**src/inc/gpio_bank_pkg.sv**
```systemverilog
// Constants shared by the pin bank and its input filter.
package gpio_bank_pkg;
   // -----------------------------------------------------------------
   // Sizes
   // -----------------------------------------------------------------
   localparam int unsigned NUM_PINS = 8;                 // Pins per bank
   localparam int unsigned ADDR_W   = 10;                // Register address width
   localparam int unsigned DATA_W   = 8;                 // Register data width
   localparam int unsigned CNT_W    = 5;                 // Debounce tick counter width
   localparam int unsigned TICK_W   = 17;                // Tick divider width

   // -----------------------------------------------------------------
   // Register offsets
   // -----------------------------------------------------------------
   localparam logic [ADDR_W-1:0] ADDR_CTRL_BASE   = 10'h0e0; // Eight per-pin controls
   localparam logic [ADDR_W-1:0] ADDR_EVENT_FLAGS = 10'h0e8; // Edge event flags
   localparam logic [ADDR_W-1:0] ADDR_OUT_ONLY    = 10'h0f4; // Output-only levels

   // -----------------------------------------------------------------
   // Control field positions
   // -----------------------------------------------------------------
   localparam int unsigned BIT_DRIVER_TYPE = 0;          // 0 open drain, 1 push-pull
   localparam int unsigned BIT_DIRECTION   = 1;          // 0 output, 1 input
   localparam int unsigned BIT_READBACK    = 2;          // Sampled pin level
   localparam int unsigned BIT_OUT_VALUE   = 3;          // Desired output level
   localparam int unsigned FLD_EDGE_LO     = 4;          // Edge select, two bits
   localparam int unsigned FLD_DEBOUNCE_LO = 6;          // Debounce select, two bits

   // -----------------------------------------------------------------
   // Reset values
   // -----------------------------------------------------------------
   localparam logic [DATA_W-1:0] CTRL_RESET     = 8'h02; // Input, masked, no debounce
   localparam logic [DATA_W-1:0] FLAGS_RESET    = 8'h00;
   localparam logic [DATA_W-1:0] OUT_ONLY_RESET = 8'h00;

   // -----------------------------------------------------------------
   // Edge and debounce select codes
   // -----------------------------------------------------------------
   localparam logic [1:0] EDGE_MASKED  = 2'h0;
   localparam logic [1:0] EDGE_FALLING = 2'h1;
   localparam logic [1:0] EDGE_RISING  = 2'h2;
   localparam logic [1:0] EDGE_BOTH    = 2'h3;
   localparam logic [1:0] DEBOUNCE_OFF = 2'h0;

   // -----------------------------------------------------------------
   // Timing
   // -----------------------------------------------------------------
   localparam int unsigned CLK_FREQ_KHZ      = 100000;   // 100 MHz core clock
   localparam int unsigned TICK_TIME_MS      = 1;        // Debounce time base
   localparam int unsigned DEBOUNCE_STEP_MS  = 10;       // Per select step
   localparam int unsigned TICK_CYCLES       = TICK_TIME_MS * CLK_FREQ_KHZ;
   localparam logic [CNT_W-1:0] DEBOUNCE_STEP_TICKS = CNT_W'(DEBOUNCE_STEP_MS / TICK_TIME_MS);
endpackage

```
**src/inc/pin_filter_if.sv**
```systemverilog
// Signals between the pin bank and its debounce and edge filter.
`timescale 1ns/100ps
`default_nettype none
interface pin_filter_if;
   logic                                  tick;      // One-cycle time base pulse
   logic [gpio_bank_pkg::NUM_PINS-1:0]    raw_level; // Synchronised pin levels
   logic [gpio_bank_pkg::NUM_PINS-1:0][1:0] dbnc_sel; // Effective debounce select
   logic [gpio_bank_pkg::NUM_PINS-1:0]    level;     // Filtered levels
   logic [gpio_bank_pkg::NUM_PINS-1:0]    rise;      // Rising edge pulses
   logic [gpio_bank_pkg::NUM_PINS-1:0]    fall;      // Falling edge pulses

   // Bank side drives the raw inputs
   modport ctrl (output tick, raw_level, dbnc_sel, input level, rise, fall);
   // Filter side returns clean levels and edges
   modport filt (input tick, raw_level, dbnc_sel, output level, rise, fall);
endinterface
`default_nettype wire

```
**src/rtl/pin_filter.sv**
```systemverilog
// Per-pin debounce and edge detector for the bidirectional pins.
`timescale 1ns/100ps
`default_nettype none
module pin_filter (
   // Clock and reset
   input  wire logic clk_in,
   input  wire logic rst_b_in,
   // Bank connection
   pin_filter_if.filt bus
);
   // ----------------------------------------------------------------
   // Per-pin filter
   // ----------------------------------------------------------------
   genvar i;
   generate
      for (i = 0; i < gpio_bank_pkg::NUM_PINS; i++) begin : g_pin
         logic                           level;       // Accepted level
         logic [gpio_bank_pkg::CNT_W-1:0] count;      // Ticks spent at a new level
         logic                           rise;        // Registered rising pulse
         logic                           fall;        // Registered falling pulse
         logic                           next_level;
         logic [gpio_bank_pkg::CNT_W-1:0] next_count;
         logic                           next_rise;
         logic                           next_fall;
         logic [gpio_bank_pkg::CNT_W-1:0] limit;      // Ticks needed to accept

         // Accept a new level after it stays stable for the whole interval
         always_comb begin
            limit      = gpio_bank_pkg::CNT_W'(bus.dbnc_sel[i] *
                                               gpio_bank_pkg::DEBOUNCE_STEP_TICKS);
            next_level = level;
            next_count = count;
            if (bus.dbnc_sel[i] == gpio_bank_pkg::DEBOUNCE_OFF) begin
               // Straight through, no interval
               next_level = bus.raw_level[i];
               next_count = '0;
            end else if (bus.raw_level[i] == level) begin
               // Bounce back to the old level restarts the wait
               next_count = '0;
            end else if (bus.tick) begin
               // Up to one tick of jitter on the first step is accepted
               if (count + 1'b1 >= limit) begin
                  next_level = bus.raw_level[i];
                  next_count = '0;
               end else begin
                  next_count = count + 1'b1;
               end
            end
            // Each accepted change gives exactly one pulse
            next_rise = next_level & ~level;
            next_fall = ~next_level & level;
         end

         // Register the filter state
         always_ff @(posedge clk_in or negedge rst_b_in) begin
            if (!rst_b_in) begin
               level <= 1'b0;
               count <= '0;
               rise  <= 1'b0;
               fall  <= 1'b0;
            end else begin
               level <= next_level;
               count <= next_count;
               rise  <= next_rise;
               fall  <= next_fall;
            end
         end

         assign bus.level[i] = level;
         assign bus.rise[i]  = rise;
         assign bus.fall[i]  = fall;
      end
   endgenerate
endmodule
`default_nettype wire

```
**src/rtl/pmic_gpio_gpo_bank.sv**
```systemverilog
// Bank of eight bidirectional pins and eight output-only pins with registers.
//
// Behaviour
// - Eight bidirectional pins, eight output-only pins
// - One eight-bit control register per bidirectional pin
// - Bit 0: open drain or push-pull
// - Bit 1: output or input, input ignores driver
// - Bit 2 returns pin level at read
// - Bit 3 output value, applied in output
// - Zero drives low, one high or released
// - Bits 5:4 select masked, falling, rising, both
// - Detected edge sets flag and summary bit
// - Masked pin never sets its flag
// - Bits 7:6 select 0, 10, 20, 30 ms, in input mode only
// - Read-only flag register at 0xE8, reset zero
// - Reset: inputs released, output-only pins low
// - Output-only pins push-pull only
// - Flag bits 4 to 7 map pins 4 to 7
// - Output-only level register at 0xF4, reset zero
`timescale 1ns/100ps
`default_nettype none
module pmic_gpio_gpo_bank #(
   parameter int unsigned TICK_CYCLES = gpio_bank_pkg::TICK_CYCLES // Cycles per tick
) (
   // Clock and reset
   input  wire logic                                clk_in,
   input  wire logic                                rst_b_in,
   // Register port
   input  wire logic [gpio_bank_pkg::ADDR_W-1:0]    reg_addr_in,
   input  wire logic                                reg_wr_in,
   input  wire logic                                reg_rd_in,
   input  wire logic [gpio_bank_pkg::DATA_W-1:0]    reg_wdata_in,
   output logic      [gpio_bank_pkg::DATA_W-1:0]    reg_rdata_out,
   // Bidirectional pins
   input  wire logic [gpio_bank_pkg::NUM_PINS-1:0]  gpio_level_in,
   output logic      [gpio_bank_pkg::NUM_PINS-1:0]  gpio_level_out,
   output logic      [gpio_bank_pkg::NUM_PINS-1:0]  gpio_drive_b_out,
   // Output-only pins
   output logic      [gpio_bank_pkg::NUM_PINS-1:0]  gpo_level_out,
   // First-level interrupt summary
   output logic                                     summary_event_out
);
   localparam int unsigned N = gpio_bank_pkg::NUM_PINS;
   localparam int unsigned D = gpio_bank_pkg::DATA_W;

   // ----------------------------------------------------------------
   // Declarations
   // ----------------------------------------------------------------
   pin_filter_if filt_bus ();                  // Link to the filter
   logic [D-1:0]  ctrl       [N];              // Stored control, bit 2 kept zero
   logic [D-1:0]  ctrl_view  [N];              // Control as software reads it
   logic [N-1:0]  sync_a;                      // First synchroniser stage
   logic [N-1:0]  sync_b;                      // Second synchroniser stage
   logic [N-1:0]  flags;                       // Sticky edge flags
   logic [N-1:0]  next_flags;
   logic [N-1:0]  flag_set;                    // Qualified edges this cycle
   logic [N-1:0]  flag_clr;                    // Flags consumed by a read
   logic [N-1:0]  out_only;                    // Output-only pin levels
   logic [N-1:0]  next_out_only;
   logic [D-1:0]  rdata;                       // Registered read data
   logic [D-1:0]  next_rdata;
   logic          summary;                     // Summary pulse
   logic          next_summary;
   logic [gpio_bank_pkg::TICK_W-1:0] tick_cnt; // Time base divider
   logic [gpio_bank_pkg::TICK_W-1:0] next_tick_cnt;
   logic          tick;
   logic          next_tick;

   // ----------------------------------------------------------------
   // Input synchroniser
   // ----------------------------------------------------------------
   // Pins are asynchronous; only the second stage is used anywhere
   always_ff @(posedge clk_in or negedge rst_b_in) begin
      if (!rst_b_in) begin
         sync_a <= '0;
         sync_b <= '0;
      end else begin
         sync_a <= gpio_level_in;
         sync_b <= sync_a;
      end
   end

   // ----------------------------------------------------------------
   // Debounce time base
   // ----------------------------------------------------------------
   // One pulse per tick period for all pins, shared to save counters
   always_comb begin
      next_tick     = 1'b0;
      next_tick_cnt = tick_cnt + 1'b1;
      if (tick_cnt >= gpio_bank_pkg::TICK_W'(TICK_CYCLES - 1)) begin
         next_tick_cnt = '0;
         next_tick     = 1'b1;
      end
   end

   // Register the divider
   always_ff @(posedge clk_in or negedge rst_b_in) begin
      if (!rst_b_in) begin
         tick_cnt <= '0;
         tick     <= 1'b0;
      end else begin
         tick_cnt <= next_tick_cnt;
         tick     <= next_tick;
      end
   end

   assign filt_bus.tick      = tick;
   assign filt_bus.raw_level = sync_b;

   // Debounce and edge filter on every pin, debounce on input pins only
   pin_filter u_filter (
      .clk_in   (clk_in),
      .rst_b_in (rst_b_in),
      .bus      (filt_bus)
   );

   // ----------------------------------------------------------------
   // Per-pin control, driver and edge qualification
   // ----------------------------------------------------------------
   genvar i;
   generate
      for (i = 0; i < N; i++) begin : g_pin
         localparam logic [gpio_bank_pkg::ADDR_W-1:0] MY_ADDR =
            gpio_bank_pkg::ADDR_W'(gpio_bank_pkg::ADDR_CTRL_BASE + i);
         logic [D-1:0] next_ctrl;
         logic         pin_out;                // Registered pin level
         logic         pin_drive_b;            // Registered drive enable, low drives
         logic         next_pin_out;
         logic         next_pin_drive_b;
         logic         drv;
         logic         dir;
         logic         dout;
         logic [1:0]   edge_sel;

         // Field views of the stored control
         assign drv      = ctrl[i][gpio_bank_pkg::BIT_DRIVER_TYPE];
         assign dir      = ctrl[i][gpio_bank_pkg::BIT_DIRECTION];
         assign dout     = ctrl[i][gpio_bank_pkg::BIT_OUT_VALUE];
         assign edge_sel = ctrl[i][gpio_bank_pkg::FLD_EDGE_LO +: 2];

         // Readback slot shows the synchronised level
         always_comb begin
            ctrl_view[i] = ctrl[i];
            ctrl_view[i][gpio_bank_pkg::BIT_READBACK] = sync_b[i];
         end

         // Control register write, readback bit is not stored
         always_comb begin
            next_ctrl = ctrl[i];
            if (reg_wr_in && (reg_addr_in == MY_ADDR)) begin
               next_ctrl = reg_wdata_in;
               next_ctrl[gpio_bank_pkg::BIT_READBACK] = 1'b0;
            end
         end

         // Pin driver: input releases, open drain releases on a one
         always_comb begin
            next_pin_out     = 1'b0;
            next_pin_drive_b = 1'b1;
            if (!dir) begin
               if (drv) begin
                  next_pin_out     = dout;
                  next_pin_drive_b = 1'b0;
               end else begin
                  next_pin_out     = 1'b0;
                  next_pin_drive_b = dout;
               end
            end
            // In input mode the stored value waits here unused
         end

         // Debounce only while the pin is an input
         always_comb begin
            filt_bus.dbnc_sel[i] = dir ? ctrl[i][gpio_bank_pkg::FLD_DEBOUNCE_LO +: 2]
                                       : gpio_bank_pkg::DEBOUNCE_OFF;
         end

         // Edge qualification; masked select never sets the flag
         always_comb begin
            case (edge_sel)
               gpio_bank_pkg::EDGE_FALLING: flag_set[i] = filt_bus.fall[i];
               gpio_bank_pkg::EDGE_RISING:  flag_set[i] = filt_bus.rise[i];
               gpio_bank_pkg::EDGE_BOTH:    flag_set[i] = filt_bus.rise[i] | filt_bus.fall[i];
               default:                     flag_set[i] = 1'b0;
            endcase
         end

         // Register control and pin drive
         always_ff @(posedge clk_in or negedge rst_b_in) begin
            if (!rst_b_in) begin
               ctrl[i]     <= gpio_bank_pkg::CTRL_RESET;
               pin_out     <= 1'b0;
               pin_drive_b <= 1'b1;
            end else begin
               ctrl[i]     <= next_ctrl;
               pin_out     <= next_pin_out;
               pin_drive_b <= next_pin_drive_b;
            end
         end

         assign gpio_level_out[i]   = pin_out;
         assign gpio_drive_b_out[i] = pin_drive_b;
      end
   endgenerate

   // ----------------------------------------------------------------
   // Event flags and output-only levels
   // ----------------------------------------------------------------
   // A read consumes the flags it returned; a new edge in that cycle survives
   always_comb begin
      flag_clr = '0;
      if (reg_rd_in && (reg_addr_in == gpio_bank_pkg::ADDR_EVENT_FLAGS)) begin
         flag_clr = flags;
      end
      next_flags   = (flags & ~flag_clr) | flag_set;
      next_summary = |flag_set;
      next_out_only = out_only;
      if (reg_wr_in && (reg_addr_in == gpio_bank_pkg::ADDR_OUT_ONLY)) begin
         next_out_only = reg_wdata_in;
      end
   end

   // Register flags, summary and output-only levels
   always_ff @(posedge clk_in or negedge rst_b_in) begin
      if (!rst_b_in) begin
         flags    <= gpio_bank_pkg::FLAGS_RESET;
         summary  <= 1'b0;
         out_only <= gpio_bank_pkg::OUT_ONLY_RESET;
      end else begin
         flags    <= next_flags;
         summary  <= next_summary;
         out_only <= next_out_only;
      end
   end

   // Output-only pins are always driven, no open drain path exists
   assign gpo_level_out     = out_only;
   assign summary_event_out = summary;

   // ----------------------------------------------------------------
   // Read decode
   // ----------------------------------------------------------------
   // Data is captured at the read strobe and held until the next read
   always_comb begin
      next_rdata = rdata;
      if (reg_rd_in) begin
         if (reg_addr_in == gpio_bank_pkg::ADDR_EVENT_FLAGS) begin
            next_rdata = flags;
         end else if (reg_addr_in == gpio_bank_pkg::ADDR_OUT_ONLY) begin
            next_rdata = out_only;
         end else if (reg_addr_in[gpio_bank_pkg::ADDR_W-1:3] ==
                      gpio_bank_pkg::ADDR_CTRL_BASE[gpio_bank_pkg::ADDR_W-1:3]) begin
            next_rdata = ctrl_view[reg_addr_in[2:0]];
         end else begin
            // Unmapped addresses read as zero
            next_rdata = '0;
         end
      end
   end

   // Register read data
   always_ff @(posedge clk_in or negedge rst_b_in) begin
      if (!rst_b_in) begin
         rdata <= '0;
      end else begin
         rdata <= next_rdata;
      end
   end

   assign reg_rdata_out = rdata;
endmodule
`default_nettype wire

```
**config.mk**
```make
export PLATFORM = sky130hd
export DESIGN_NAME = pmic_gpio_gpo_bank
export DESIGN_NICKNAME = d
export VERILOG_FILES = /design/src/inc/gpio_bank_pkg.sv /design/src/inc/pin_filter_if.sv /design/src/rtl/pin_filter.sv /design/src/rtl/pmic_gpio_gpo_bank.sv
export SDC_FILE = /design/constraint.sdc
export NUM_CORES = 1
export LEC_CHECK = 0
export BUFFER_PORTS_ARGS = -buffer_cell sky130_fd_sc_hd__buf_2
export CAP_MARGIN = 20
export CORE_MARGIN = 5
export CORE_UTILIZATION = 45
export DETAILED_ROUTE_END_ITERATION = 10
export GPL_TIMING_DRIVEN = 1
export PLACE_DENSITY = 0.63
export SYNTH_ARGS = -nofsm -noshare
export SYNTH_HDL_FRONTEND = slang
export SYNTH_SLANG_ARGS = --single-unit
```
**constraint.sdc**
```tcl
create_clock -name clk_in -period 2.95 [get_ports clk_in]
set_input_delay 0.1475 -clock clk_in [delete_from_list [all_inputs] [get_ports clk_in]]
set_output_delay 0.1475 -clock clk_in [all_outputs]
set_load 0.02 [all_outputs]
```
==> impl_metrics.csv <==
group,metric,value,unit
worst_setup_path,cp-start-kind,"register",
worst_setup_path,reg2reg_depth,8,
route,first_pass_iters,5,
sta,drv_slew,0,
place,gp_congestion,0.8419,
worst_setup_path,rr_startpoint,"u_filter.g_pin[2].count[0]",
worst_setup_path,crit_arrival,2890,ps
pwr,pwr-share-seq,0.526,
grt,grt_max_degree,86,
grt,busiest_layer,"met2",
pwr,p_clk_frac,0.419,
yosys,syn_area_per_cell,11.20,sq um
route,drc_errors,0,
yosys,async_flop_share,1.000,
grt,use_met1,0.2613,
sta,timing.slew.headroom,0.4390,
clock_network,cts_buffers,17,
cells_and_area,antenna_cells,0,
grt,grtUsageMet2,0.2783,
yosys,synth_top_area_frac,0.4567,
floorplanning,core_region_area,0.02162,sq mm
floorplanning,die-area,0.02485,sq mm
place,dp.cells,1188,
sta,min_period_over_period,0.8729,
grt,overflow,0,
floorplanning,ioPinCount,63,
sta,finClkSkew,11.08,ps
route,avgViaCountPerCell,5.462,
sta,final_hold_viol_count,0,
clock_network,clock-root-buffer,"clkbuf_16",
clock_network,cts_max_path_buffers,2,
min_path,hold_start,"reg_wdata_in[6]",
grt,grt_usage,0.1796,
cells_and_area,fin_cells,1230,
grt,grtUsageMet3,0.03718,
worst_setup_path,worstPathRequired,3270,ps
place,io_buffer_count,62,
sta,tightest_slew,841.5,ps
pwr,p_leak,5.342,nW
yosys,syn_inst,876,
route,drt_iter0_drc,467,
worst_setup_path,reg2reg_slack,370,ps
place,dp_hpwl,15.45,mm
route,ant_nets,0,
worst_setup_path,crit_fanout,5,
status,status,"complete, no violations",
clock_network,clkTransAtPathRegs,70,ps
yosys,synth_ff_type,"dfrtp_1",
pwr,combPwrFrac,0.055,
yosys,ys_seq_area_frac,0.4996,
clock_network,clock_sinks,195,
min_path,hold_class,"input pin to register",
yosys,synth_fp_nets,947,
pwr,p_per_area,483.6,mW/mm^2
pwr,power.internal,4.030,mW
route,wl,21.38,mm
route,vias,6718,
sta,fin_tns_setup,0,ps
yosys,synth_edf_count,0,
grt,grt_antenna_before_repair,1,
yosys,ys_types,66,
sta,rsz0062_at_grt,"false",
pwr,switching_share,0.2407,
worst_setup_path,crit_type,"register to register",
grt,grt_pass1_vias,6683,
clock_network,clk_latency,430,ps
sta,setup_viol,0,
worst_setup_path,setup.worst_path.start,"u_filter.g_pin[2].count[0]",
yosys,yosys-top-cells-area,"dfrtp_1 46%, mux2_2 8.4%, ha_1 5.2%",
flow_run,drv_cap,0,
yosys,synth_common_cells,"179 x dfrtp_1, 74 x nand2_1, 73 x mux2_2",
cells_and_area,final_nets,1008,
yosys,netlist_area,0.009808,sq mm
min_path,hold_end,"ctrl[6]",
floorplanning,start_util,0.4536,
worst_setup_path,worstReg2RegEnd,"u_filter.g_pin[2].level",
cells_and_area,syn_to_final_growth,11.89,%
route,wire_per_inst,17.38,um
sta,max_freq,388.3,MHz
floorplanning,die_w,157.6,um
yosys,synth.ff_latch_count,195,
grt,grt_pass1_wl,35.16,mm
floorplanning,dieHeight,157.6,um
clock_network,cts_tree,"done",
cells_and_area,drive_gt1_frac,0.2274,
yosys,synth_most_common_cell,"dfrtp_1",
clock_network,h-tree-depth,4,
min_path,worst_hold_path.num_cells,2,
floorplanning,rows,54,
pwr,vdd_ir_drop_max,0.0003463,V
yosys,synth_warnings,0,
yosys,yosysTopAreaCell,"dfrtp_1",
pwr,p_switching,1.277,mW
sta,finalCriticalPeriod,2575,ps
worst_setup_path,crit_path_end_kind,"register",
-- placed cells by master (no fill, tap or decap), types with 11 or more instances in the layout --
cell | synthesis | routed
a21o_1 | 24 | 24
a21oi_1 | 14 | 14
a221oi_1 | 11 | 11
a22o_1 | 25 | 25
and3_1 | 19 | 19
buf_2 | 8 | 61
clkbuf_16 | 0 | 17
dfrtp_1 | 179 | 179
dfstp_2 | 16 | 16
ha_1 | 41 | 41
inv_1 | 34 | 34
mux2_2 | 73 | 73
mux2i_1 | 20 | 20
nand2_1 | 74 | 74
nand2b_1 | 18 | 18
nand3_1 | 36 | 36
nor2_1 | 59 | 59
nor2b_1 | 14 | 14
o21ai_0 | 39 | 39
xnor2_1 | 25 | 25
xor2_1 | 11 | 11
-- metal layers --
layer	share of wire	wire length, um
met3	0.045	972
met4	0.0090	193
met2	0.46	9738
met1	0.49	10460
met5	0.00061	13
-- metrics by stage --
stage	util	worst slack [ps]	hold slack [ps]	power, mW	cell area (sq um)
floorplan	-	622.7	-148.1	2.975	9808
global placement	0.4771	495.0	241.1	3.121	10310
detailed placement	0.4771	394.6	240.8	3.126	10310
CTS	0.5076	373.7	109.5	5.367	10970
global route	0.5076	178.6	119.9	5.509	10970
finish	0.5076	374.8	114.8	5.307	10970
-- layout make-up --
| type | instances | area, sq um |
|---|---|---|
| Fill cell | 1979 | 10650 |
| Sequential cell | 195 | 4900 |
| Multi-Input combinational cell | 612 | 4568 |
| Timing Repair Buffer | 77 | 469.2 |
| Clock buffer | 18 | 429.2 |
| Tap cell | 280 | 350.3 |
| Clock inverter | 14 | 130.1 |
| Inverter | 34 | 127.6 |
-- critical path, cell delays in order (launching register included) --
cell and delay, ps:
dfrtp_1 400, ha_1 240, nand3_1 110, xnor2_1 210
ha_1 270, and3_1 180, a221oi_1 480, o21ba_2 230
mux2_2 330
-- how the worst max path moves through the flow --
stage / slack [ps] / endpoint / cells past startpoint
2_1_floorplan: 620 / u_filter.g_pin[5].level / 8
3_3_place_gp: 490 / u_filter.g_pin[5].level / 8
3_5_place_dp: 390 / u_filter.g_pin[2].level / 8
4_1_cts: 370 / u_filter.g_pin[2].level / 8
5_1_grt: 180 / u_filter.g_pin[3].level / 8
6_report: 370 / u_filter.g_pin[2].level / 8
-- registers in the layout, summed over array words and instances, names as in the netlist --
register,cells
ctrl,56
u_filter.g_pin.count,40
tick_cnt,17
filt_bus.raw_level,8
flags,8
g_pin.pin_drive_b,8
g_pin.pin_out,8
gpo_level_out,8
reg_rdata_out,8
sync_a,8
u_filter.g_pin.fall,8
u_filter.g_pin.level,8
u_filter.g_pin.rise,8
filt_bus.tick,1
summary_event_out,1
-- power by group through the flow --
stage               Sequential (mW)  Combinational [mW]  Clock, mW
finish                         2.79               0.292       2.23
global route                   2.80               0.325       2.39
CTS                            2.79               0.296       2.28
detailed placement             2.84               0.286          0
global placement               2.84               0.282          0
floorplan                      2.83               0.141          0
-- kinds of logic after synthesis --
logic type / Yosys count / share of synthesized area
adder cells (fa/ha/maj): 41 / 0.05230
buffers and inverters: 69 / 0.03470
AND/OR/NAND/NOR: 263 / 0.1373
multiplexers: 101 / 0.1146
AO/OA/AOI/OAI: 171 / 0.1295
flip-flops: 195 / 0.4996
XOR/XNOR: 36 / 0.03215
-- what timing repair did --
action	CTS	global route
hold buffers	10	0
endpoints found under the hold margin	88	0
buffers inserted	0	0
resized for setup	0	0
endpoints found under the setup margin	0	0
(Power assumes the default switching activity.)
